--- config.mk ---
export PLATFORM = sky130hd
export DESIGN_NAME = iraram_top
export DESIGN_NICKNAME = d
export VERILOG_FILES = /design/src/rtl/iraram_pkg.sv /design/src/rtl/iraram_port_if.sv /design/src/rtl/iraram_port_regs.sv /design/src/rtl/iraram_top.sv
export SDC_FILE = /design/constraint.sdc
export NUM_CORES = 1
export LEC_CHECK = 0
export BUFFER_PORTS_ARGS = -buffer_cell sky130_fd_sc_hd__buf_4
export CAP_MARGIN = 20
export CORE_UTILIZATION = 30
export CTS_BUF_LIST = sky130_fd_sc_hd__clkbuf_4
export CTS_CLUSTER_SIZE = 10
export DETAILED_ROUTE_END_ITERATION = 8
export GPL_ROUTABILITY_DRIVEN = 0
export HOLD_SLACK_MARGIN = 0.06
export RECOVER_POWER = 100
export SETUP_SLACK_MARGIN = 0.1
export SYNTH_ARGS = -nofsm -noshare
export SYNTH_HDL_FRONTEND = slang
export SYNTH_SLANG_ARGS = --single-unit
--- constraint.sdc ---
create_clock -name sys_clk_in -period 3.12 [get_ports sys_clk_in]
set_input_delay 0.624 -clock sys_clk_in [delete_from_list [all_inputs] [get_ports sys_clk_in]]
set_output_delay 0.624 -clock sys_clk_in [all_outputs]
set_load 0.01 [all_outputs]
--- src/rtl/iraram_pkg.sv ---
`default_nettype none
package iraram_pkg;
	localparam int         NUM_PORTS      = 2;
	localparam int         NUM_SLOTS      = 3;
	localparam int         ID_W           = 7;
	// register offsets within the selected receive port
	localparam logic [7:0] OFS_DP_CTL_TWO = 8'h5a;
	localparam logic [7:0] OFS_SER_ADDR   = 8'h5b;
	localparam logic [7:0] OFS_SER_ALIAS  = 8'h5c;
	localparam logic [7:0] OFS_TGT_SLOT0  = 8'h5d;
	localparam logic [7:0] OFS_TGT_SLOT1  = 8'h5e;
	localparam logic [7:0] OFS_TGT_SLOT2  = 8'h5f;
	// field positions
	localparam int         ID_MSB         = 7;
	localparam int         ID_LSB         = 1;
	localparam int         HOLD_BIT       = 0;
	localparam int         AUTO_ACK_BIT   = 0;
	// reset values and the alias value that disables matching
	localparam logic [7:0] RST_DP_CTL_TWO = 8'h00;
	localparam logic [6:0] RST_SER_ADDR   = 7'h00;
	localparam logic       RST_HOLD       = 1'b0;
	localparam logic [6:0] RST_SER_ALIAS  = 7'h00;
	localparam logic       RST_AUTO_ACK   = 1'b0;
	localparam logic [6:0] RST_TGT_ADDR   = 7'h00;
	localparam logic [6:0] ALIAS_OFF      = 7'h00;

	typedef enum logic [1:0] {
		IRARAM_IDLE = 2'b00,
		IRARAM_WAIT = 2'b01
	} iraram_state_e;

	typedef logic [NUM_SLOTS-1:0][ID_W-1:0] iraram_slots_t;
endpackage : iraram_pkg
`default_nettype wire

--- src/rtl/iraram_port_if.sv ---
`timescale 1ns/100ps
`default_nettype none
interface iraram_port_if;
	import iraram_pkg::*;
	logic                 wr;
	logic [7:0]           addr;
	logic [7:0]           wdata;
	logic [7:0]           rdata;
	logic                 fwd_load;
	logic [ID_W-1:0]      fwd_id;
	logic [ID_W-1:0]      ser_addr;
	logic [ID_W-1:0]      ser_alias;
	logic                 auto_ack;
	iraram_slots_t        tgt;
	modport regs (input wr, addr, wdata, fwd_load, fwd_id,
		output rdata, ser_addr, ser_alias, auto_ack, tgt);
	modport ctrl (output wr, addr, wdata, fwd_load, fwd_id,
		input rdata, ser_addr, ser_alias, auto_ack, tgt);
endinterface : iraram_port_if
`default_nettype wire

--- src/rtl/iraram_port_regs.sv ---
`timescale 1ns/100ps
`default_nettype none
module iraram_port_regs
	import iraram_pkg::*;
(
	input  wire logic    sys_clk_in,
	input  wire logic    rstn_in,
	iraram_port_if.regs  pif
);
	typedef struct packed {
		logic [7:0]      dp_ctl_two;
		logic [ID_W-1:0] ser_addr;
		logic            hold;
		logic [ID_W-1:0] ser_alias;
		logic            auto_ack;
		iraram_slots_t   tgt;
	} iraram_regs_s;

	iraram_regs_s q;
	iraram_regs_s d;
	logic [7:0]   rd;

	always_comb begin
		d = q;
		if (pif.fwd_load && !q.hold) begin
			d.ser_addr = pif.fwd_id;
		end
		if (pif.wr) begin
			case (pif.addr)
				OFS_DP_CTL_TWO: d.dp_ctl_two = pif.wdata;
				OFS_SER_ADDR: begin
					d.ser_addr = pif.wdata[ID_MSB:ID_LSB];
					d.hold     = pif.wdata[HOLD_BIT];
				end
				OFS_SER_ALIAS: begin
					d.ser_alias = pif.wdata[ID_MSB:ID_LSB];
					d.auto_ack  = pif.wdata[AUTO_ACK_BIT];
				end
				default: d.dp_ctl_two = q.dp_ctl_two;
			endcase
			for (int k = 0; k < NUM_SLOTS; k++) begin
				if (pif.addr == 8'(OFS_TGT_SLOT0 + 8'(k))) begin
					d.tgt[k] = pif.wdata[ID_MSB:ID_LSB];
				end
			end
		end
	end

	always_ff @(posedge sys_clk_in or negedge rstn_in) begin
		if (!rstn_in) begin
			q <= '{dp_ctl_two: RST_DP_CTL_TWO, ser_addr: RST_SER_ADDR, hold: RST_HOLD,
				ser_alias: RST_SER_ALIAS, auto_ack: RST_AUTO_ACK,
				tgt: {NUM_SLOTS{RST_TGT_ADDR}}};
		end else begin
			q <= d;
		end
	end

	always_comb begin
		rd = 8'h00;
		case (pif.addr)
			OFS_DP_CTL_TWO: rd = q.dp_ctl_two;
			OFS_SER_ADDR:   rd = {q.ser_addr, q.hold};
			OFS_SER_ALIAS:  rd = {q.ser_alias, q.auto_ack};
			OFS_TGT_SLOT0:  rd = {q.tgt[0], 1'b0};
			OFS_TGT_SLOT1:  rd = {q.tgt[1], 1'b0};
			OFS_TGT_SLOT2:  rd = {q.tgt[2], 1'b0};
			default:        rd = 8'h00;
		endcase
	end

	assign pif.rdata     = rd;
	assign pif.ser_addr  = q.ser_addr;
	assign pif.ser_alias = q.ser_alias;
	assign pif.auto_ack  = q.auto_ack;
	assign pif.tgt       = q.tgt;
endmodule : iraram_port_regs
`default_nettype wire

--- src/rtl/iraram_top.sv ---
// Functional notes
// - Each receive port has its own copy of these registers and reads and writes reach the copy of the selected port.
// - The serializer address field is loaded from the forward link of its port and resets to zero.
// - With the hold bit set, forward-link loading stops and the software-written address is kept.
// - A local address equal to the serializer alias is forwarded with the serializer address substituted.
// - A serializer alias of zero disables matching through that alias.
// - With auto-acknowledge set every write to the serializer is acknowledged, else the remote answer is relayed, or a nack given with pass-through off.
// - A match on a target slot alias is forwarded with that slot's physical address substituted.
// - Matched transactions are forwarded only while the port's pass-through enable is set.
`timescale 1ns/100ps
`default_nettype none
module iraram_top
	import iraram_pkg::*;
(
	input  wire logic                                sys_clk_in,
	input  wire logic                                rstn_in,
	input  wire logic                                rx_port_select_in,
	input  wire logic                                reg_wr_in,
	input  wire logic                                reg_rd_in,
	input  wire logic [7:0]                          reg_addr_in,
	input  wire logic [7:0]                          reg_wdata_in,
	output var  logic [7:0]                          reg_rdata_out,
	output var  logic                                reg_rdata_valid_out,
	input  wire logic [NUM_PORTS-1:0]                fwd_id_valid_in,
	input  wire logic [NUM_PORTS-1:0][ID_W-1:0]      fwd_id_in,
	input  wire logic [NUM_PORTS-1:0]                passthru_en_in,
	input  wire iraram_slots_t [NUM_PORTS-1:0]       target_alias_in,
	input  wire logic                                req_valid_in,
	input  wire logic [ID_W-1:0]                     req_addr_in,
	input  wire logic                                req_read_in,
	input  wire logic                                remote_ack_valid_in,
	input  wire logic                                remote_ack_in,
	output var  logic                                fwd_valid_out,
	output var  logic                                fwd_port_out,
	output var  logic [ID_W-1:0]                     fwd_addr_out,
	output var  logic                                fwd_read_out,
	output var  logic                                local_ack_valid_out,
	output var  logic                                local_ack_out
);
	typedef struct packed {
		iraram_state_e   state;
		logic            fwd_valid;
		logic            fwd_port;
		logic [ID_W-1:0] fwd_addr;
		logic            fwd_read;
		logic            lack_valid;
		logic            lack;
		logic            auto_done;
		logic [7:0]      rdata;
		logic            rvalid;
	} iraram_ctl_s;

	iraram_ctl_s                       q;
	iraram_ctl_s                       d;
	logic [NUM_PORTS-1:0][7:0]         rd_v;
	logic [NUM_PORTS-1:0][ID_W-1:0]    ser_addr_v;
	logic [NUM_PORTS-1:0][ID_W-1:0]    ser_alias_v;
	logic [NUM_PORTS-1:0]              auto_v;
	iraram_slots_t [NUM_PORTS-1:0]     tgt_v;
	logic                              hit;
	logic                              hit_ser;
	logic                              hit_port;
	logic [ID_W-1:0]                   hit_phys;
	logic                              auto_now;

	iraram_port_if pif [NUM_PORTS] ();

	for (genvar g = 0; g < NUM_PORTS; g++) begin : g_port
		assign pif[g].wr       = reg_wr_in && (rx_port_select_in == 1'(g));
		assign pif[g].addr     = reg_addr_in;
		assign pif[g].wdata    = reg_wdata_in;
		assign pif[g].fwd_load = fwd_id_valid_in[g];
		assign pif[g].fwd_id   = fwd_id_in[g];
		assign rd_v[g]         = pif[g].rdata;
		assign ser_addr_v[g]   = pif[g].ser_addr;
		assign ser_alias_v[g]  = pif[g].ser_alias;
		assign auto_v[g]       = pif[g].auto_ack;
		assign tgt_v[g]        = pif[g].tgt;

		iraram_port_regs u_regs (
			.sys_clk_in (sys_clk_in),
			.rstn_in    (rstn_in),
			.pif        (pif[g])
		);
	end

	// alias decode, port 0 serializer alias has highest priority
	always_comb begin
		hit      = 1'b0;
		hit_ser  = 1'b0;
		hit_port = 1'b0;
		hit_phys = '0;
		for (int p = NUM_PORTS - 1; p >= 0; p--) begin
			for (int k = NUM_SLOTS - 1; k >= 0; k--) begin
				if (target_alias_in[p][k] != ALIAS_OFF
					&& req_addr_in == target_alias_in[p][k]) begin
					hit      = 1'b1;
					hit_ser  = 1'b0;
					hit_port = 1'(p);
					hit_phys = tgt_v[p][k];
				end
			end
			if (ser_alias_v[p] != ALIAS_OFF && req_addr_in == ser_alias_v[p]) begin
				hit      = 1'b1;
				hit_ser  = 1'b1;
				hit_port = 1'(p);
				hit_phys = ser_addr_v[p];
			end
		end
	end

	assign auto_now = hit_ser && !req_read_in && auto_v[hit_port];

	always_comb begin
		d            = q;
		d.fwd_valid  = 1'b0;
		d.lack_valid = 1'b0;
		d.rvalid     = reg_rd_in;
		if (reg_rd_in) begin
			d.rdata = rd_v[rx_port_select_in];
		end
		case (q.state)
			IRARAM_IDLE: begin
				if (req_valid_in && hit) begin
					if (passthru_en_in[hit_port]) begin
						d.fwd_valid = 1'b1;
						d.fwd_port  = hit_port;
						d.fwd_addr  = hit_phys;
						d.fwd_read  = req_read_in;
						d.auto_done = auto_now;
						d.state     = IRARAM_WAIT;
						if (auto_now) begin
							d.lack_valid = 1'b1;
							d.lack       = 1'b1;
						end
					end else begin
						d.lack_valid = 1'b1;
						d.lack       = auto_now;
					end
				end
			end
			IRARAM_WAIT: begin
				if (remote_ack_valid_in) begin
					d.state = IRARAM_IDLE;
					if (!q.auto_done) begin
						d.lack_valid = 1'b1;
						d.lack       = remote_ack_in;
					end
				end
			end
			default: begin
				d.state = IRARAM_IDLE;
			end
		endcase
	end

	always_ff @(posedge sys_clk_in or negedge rstn_in) begin
		if (!rstn_in) begin
			q <= '{state: IRARAM_IDLE, fwd_valid: 1'b0, fwd_port: 1'b0, fwd_addr: '0,
				fwd_read: 1'b0, lack_valid: 1'b0, lack: 1'b0, auto_done: 1'b0,
				rdata: 8'h00, rvalid: 1'b0};
		end else begin
			q <= d;
		end
	end

	assign reg_rdata_out       = q.rdata;
	assign reg_rdata_valid_out = q.rvalid;
	assign fwd_valid_out       = q.fwd_valid;
	assign fwd_port_out        = q.fwd_port;
	assign fwd_addr_out        = q.fwd_addr;
	assign fwd_read_out        = q.fwd_read;
	assign local_ack_valid_out = q.lack_valid;
	assign local_ack_out       = q.lack;
endmodule : iraram_top
`default_nettype wire

# Word-level counts from Yosys, hierarchy flattened
# Index checks and enable logic that the tools add are counted.
# classes
n_lt_le_gt_ge,2
eq_ne,20
muxes,58
bitwise,1
reduce_logical,43
# op_table
op,count
7-bit 2-to-1 mux,16
8-bit case mux with 6 select lines,2
37-bit 2-to-1 mux,2
7-bit equality test,8
7-bit nonzero test,8
"8-bit by 7-bit equality test with 1-bit output, second input constant",6
8-bit 2-to-1 mux,6
2-bit AND reduction,12
1-bit 2-to-1 mux,22
1-bit logical AND,15
15-bit 2-to-1 mux,1
12-bit 2-to-1 mux,1
10-bit 2-to-1 mux,1
2-bit 2-to-1 mux,5
"2-bit inequality test, second input constant",4
2-bit case mux with 2 select lines,2
3-bit AND reduction,2
5-bit AND reduction,1
"1-bit by 2-bit less-than comparator with 1-bit output, second input constant",2
1-bit zero test,3
"3-bit inequality test, second input constant",1
"2-bit by 1-bit equality test with 1-bit output, second input constant",1
2-bit zero test,1
2-bit nonzero test,1
1-bit inverter,1
# totals
reg_bits,114
output_inout_bits,21

# Longest topological paths before layout
# logic_depth
word_depth,17
mapped_depth,9
mapped_depth_nobuf,7

# Cells and area by module
# Synthesis repeated with hierarchy kept, for this count alone.
# hier_totals
cells_unflattened,693
area_unflattened_um2,7758.7
# modules_own_cells
module,n_inst,cells_per_inst,area_per_inst_um2,seq_area_each_um2
iraram_port_regs,2,190,2552.4,1126.1
iraram_top,1,313,2653.8,575.6

# Worst setup path before layout
# Ideal clock, no wire load.
# synth_timing
path_type,input to register
start,in req_addr_in[6]
end,"reg q, in the netlist fwd_read_out"
arrival_ns,2.543
path_slack_ns,0.452
stages,7
path_buffers,1
path_cell_list,buf_6 -> a211o_2 -> a2111oi_4 -> nor4_2 -> a31oi_2 -> nand2b_4 -> mux2_2
# synth_between
elab_chain_cells,13
elab_cells_between_ends,32
classes_between,eq/ne (8); mux (14); reduce/logical (10)
# synth_rtl
item,line,rtl
from (decl),iraram_top.sv:29,"input wire logic [ID_W-1:0] req_addr_in,"
7-bit equality test,iraram_top.sv:96,&& req_addr_in == target_alias_in[p][k]) begin
1-bit logical AND,iraram_top.sv:96,
1-bit 2-to-1 mux (3 in series),iraram_top.sv:95,if (target_alias_in[p][k] != ALIAS_OFF
1-bit 2-to-1 mux,iraram_top.sv:103,if (ser_alias_v[p] != ALIAS_OFF && req_addr_in == ser_alias_v[p]) begin
1-bit 2-to-1 mux (3 in series),iraram_top.sv:95,
1-bit 2-to-1 mux,iraram_top.sv:103,
1-bit 2-to-1 mux (not written as such) (2 in series),iraram_top.sv:125,if (passthru_en_in[hit_port]) begin
3-bit AND reduction (no line) *,--,
to (signal assigned),iraram_top.sv:159,"q <= '{state: IRARAM_IDLE, fwd_valid: 1'b0, fwd_port: 1'b0, fwd_addr: '0,"
to (decl),iraram_top.sv:53,iraram_ctl_s q;
# Every way passes the cells marked *; elsewhere a longest branch is shown, timed or not. The select of a mux whose other input is x is not followed.
# A chain may end at the register's enable or synchronous reset.

# Worst setup path after layout
# layout_timing
start,"reg g_port[0].u_regs.q, in the netlist g_port[0].u_regs.pif.ser_alias[3]"
end,reg q[9] (netlist bit)
# layout_between
elab_chain_cells,6
elab_cells_between_ends,14
classes_between,eq/ne (1); mux (7); reduce/logical (6)
# layout_rtl
item,line,rtl
from (decl),iraram_port_regs.sv:19,iraram_regs_s q;
from (signal assigned),iraram_port_regs.sv:51,"q <= '{dp_ctl_two: RST_DP_CTL_TWO, ser_addr: RST_SER_ADDR, hold: RST_HOLD,"
7-bit equality test / 7-bit nonzero test (equally long branches),iraram_top.sv:103,
1-bit logical AND *,iraram_top.sv:103,
1-bit 2-to-1 mux,iraram_top.sv:103,
"1-bit 2-to-1 mux, on equally long branches (2 in series)","iraram_top.sv:125, iraram_top.sv:112",
3-bit AND reduction (no line) / 1-bit logical AND (equally long branches),--,
# Marks and branches as above.

==> results.toml <==
[drt]
vias = 5418
antenna_left = 0
drt-met1-wl_um = 9540
highest_layer = "met4"
viasPerCell = 5.26
wl_met3_um = 1460
drc = 0
wl_per_cell_um = 20.5
first_iter_violations = 345
dr_wl_met2_um = 9590
firstDrtPassIters = 4
wl_um = 21100

[setup_path]
critPathArrivalTime_ns = 3.16
start_kind = "flip-flop"
max_stage_delay_ns = 0.53
crit_buf_inv = 1
r2r_cells = 8
crit_slowest_cell = "or4_1"
path_depth = 8
cpLargestDelayFamily = "compound AO/OA/AOI/OAI gates"
cp.required_ns = 3.59
cp_max_fo = 9
crit_path_end_kind = "flip-flop"
path_cells = "nor4_1, a211o_2, a2111oi_4, clkbuf_1, o41a_1, a31oi_1, or4_1, o2bb2ai_2"
crit_type = "reg -> reg"

[clock_network]
cts_resized = 0
cts_tree = "yes"
path_clk_slew_ns = 0.11
postCtsHoldBufs = 0
clock_path_buffers = 2
postCtsSetupBuffers = 0
cts_buffers = 17
clkLatencyLatePin_ns = 0.53
cts-root-buf = "clkbuf_4"
h-tree-depth = 4
clock-sinks = 113

[power]
switching_power_mw = 0.879
vdd_ir_drop_max_uv = 212
power.clock.fraction = 0.369
p_sw_frac = 0.272
pwr-share-seq = 0.492
p_per_area_nw_per_um2 = 408
p_int_mw = 2.36
total_power_mw = 3.24
combPwrFrac = 0.139
leakage_nw = 3.58

[status]
status = "completed"

[floorplanning]
ios = 113
fp-row-count = 54
die_x_um = 152
die-height_um = 152
core_area_um2 = 21900
die-area_um2 = 23000
start_util = 0.307

[timing]
finalCritPeriodShare = 0.864
period_needed_ns = 2.70
fin_setup_tns_ns = 0
setup_viol = 0
rsz0062_at_grt = "false"
worstMarginPinSlew_ns = 1.41
fmax_mhz = 371
hold_viol = 0
slew_headroom = 0.0571
fin_worst_skew_ns = 0.0158
slew_violations = 0

[global_routing]
grt_util_all_layers = 0.189
grt_pass1_wl_um = 31900
grt_pass1_vias = 5433
grt_max_degree = 48
antenna_found_initial = 1
grt_overflow = 0

[placement]
port_buffers = 112
dp.cells = 998
hpwl_um = 15800

[synthesis]
avgSynthCellArea_um2 = 10.6
synth_cell_types = 59
ys_warn_count = 0
seq_area_frac_synth = 0.421
synthTopCellsByCount = "dfrtp_1 (113), mux2_2 (83), mux2i_1 (48)"
synth.top_cell.area_share = 0.421
ys_ff_latch = 113
synth_nets = 726
netlist_instances = 634
synth_area_leader_cell = "dfrtp_1"
ys_async_sr_fraction = 1.00
yosys.cell_count.top_type = "dfrtp_1"
postSynth.topFlopCell = "dfrtp_1"
netlist_top_cells_area = "dfrtp_1 (42%), mux2_2 (14%), mux2i_1 (7.2%)"
synth_enable_flop_cells = 0
syn_area_um2 = 6720

[hold_path]
hold_path.class = "in -> reg"
min_path_cells = 2

[finish]
drive_gt1_frac = 0.286
fin_cells = 1030
area_delta_synth_final_pct = 18.2
fillers = 2292
final_nets = 829

[run]
max_cap_violations = 0
-- final timing paths --
kind                                                   startpoint                      to  slack, ns
worst max-delay path            g_port[0].u_regs.pif.ser_alias[3]                    q[9]       0.42
worst min-delay path                          remote_ack_valid_in                   q[22]       0.28
worst max register to register  g_port[0].u_regs.pif.ser_alias[3]                    q[9]       0.42
worst min register to register             g_port[0].u_regs.q[39]  g_port[0].u_regs.q[39]       0.51
max in group asynchronous                                 rstn_in  g_port[1].u_regs.q[43]       0.88
min in group asynchronous                                 rstn_in        reg_rdata_out[5]       0.35
-- worst register-to-register path: cells and delay by family, from the launching register on --
| kind | cells | cell delay, ns |
|---|---|---|
| compound gates | 5 | 1.14 |
| buf+inv | 1 | 0.38 |
| simple gates | 2 | 0.61 |
| flops | 1 | 0.50 |
-- flip-flops by register name, summed over array words and instances, names as in the netlist --
register                     flops
fwd_addr_out                     7
fwd_port_out                     1
fwd_read_out                     1
fwd_valid_out                    1
g_port.u_regs.pif.auto_ack       2
g_port.u_regs.pif.ser_addr      14
g_port.u_regs.pif.ser_alias     14
g_port.u_regs.pif.tgt           42
g_port.u_regs.q                 18
local_ack_out                    1
local_ack_valid_out              1
q                                2
reg_rdata_out                    8
reg_rdata_valid_out              1
-- final cells by class --
| class | count | area, µm² | share of cell area |
|---|---|---|---|
| multi-input cells | 455 | 3530 | 0.444 |
| flip-flops and latches | 113 | 2830 | 0.356 |
| repair buffers | 136 | 873 | 0.110 |
| well taps | 280 | 350 | 0.0441 |
| clock inverters | 13 | 169 | 0.0213 |
| clock buffers | 18 | 135 | 0.0170 |
| inverters | 14 | 52.6 | 0.00662 |
| diodes | 1 | 2.50 | 0.000315 |
-- power by group through the flow --
stage	clock network, mW	registers (mW)	logic (mW)
after global placement	0	1.62	0.470
final	1.19	1.59	0.451
after CTS	1.22	1.59	0.476
after floorplan	0	1.60	0.239
after global routing	1.28	1.60	0.494
after detailed placement	0	1.62	0.474
-- cells in the final DEF (no fill, tap or decap), types with 18 or more instances in the layout --
cell	n
buf_4	94
clkbuf_1	38
clkbuf_4	20
dfrtp_1	113
mux2_2	83
mux2i_1	48
nand2_1	37
nor2_1	41
nor4_1	18
o21ai_0	29
xor2_1	41
-- logic make-up after synthesis --
logic type | count (synthesis) | share of synthesized area
and+or+nand+nor | 150 | 0.110
muxes | 131 | 0.211
AOI/OAI and AO/OA | 121 | 0.137
DFF | 113 | 0.421
buffers and inverters | 66 | 0.0512
xor gates and xnor gates | 53 | 0.0691
-- layer usage --
layer  up-vias  global-route usage
li1       2537                   -
met1      2639               0.253
met2       212               0.295
met3        30              0.0458
met4         0              0.0708
met5         -                   0
-- per-stage QoR --
stage	area (µm²)	setup WS [ns]	utilization	hold WS [ns]
finish	7940	0.424	0.363	0.281
global route	7940	0.277	0.363	0.263
CTS	8110	0.684	0.371	0.107
detailed placement	7810	0.302	0.357	0.481
global placement	7810	0.356	0.357	0.484
floorplan	6720	0.452	-	0.328
(Power assumes the default switching activity.)
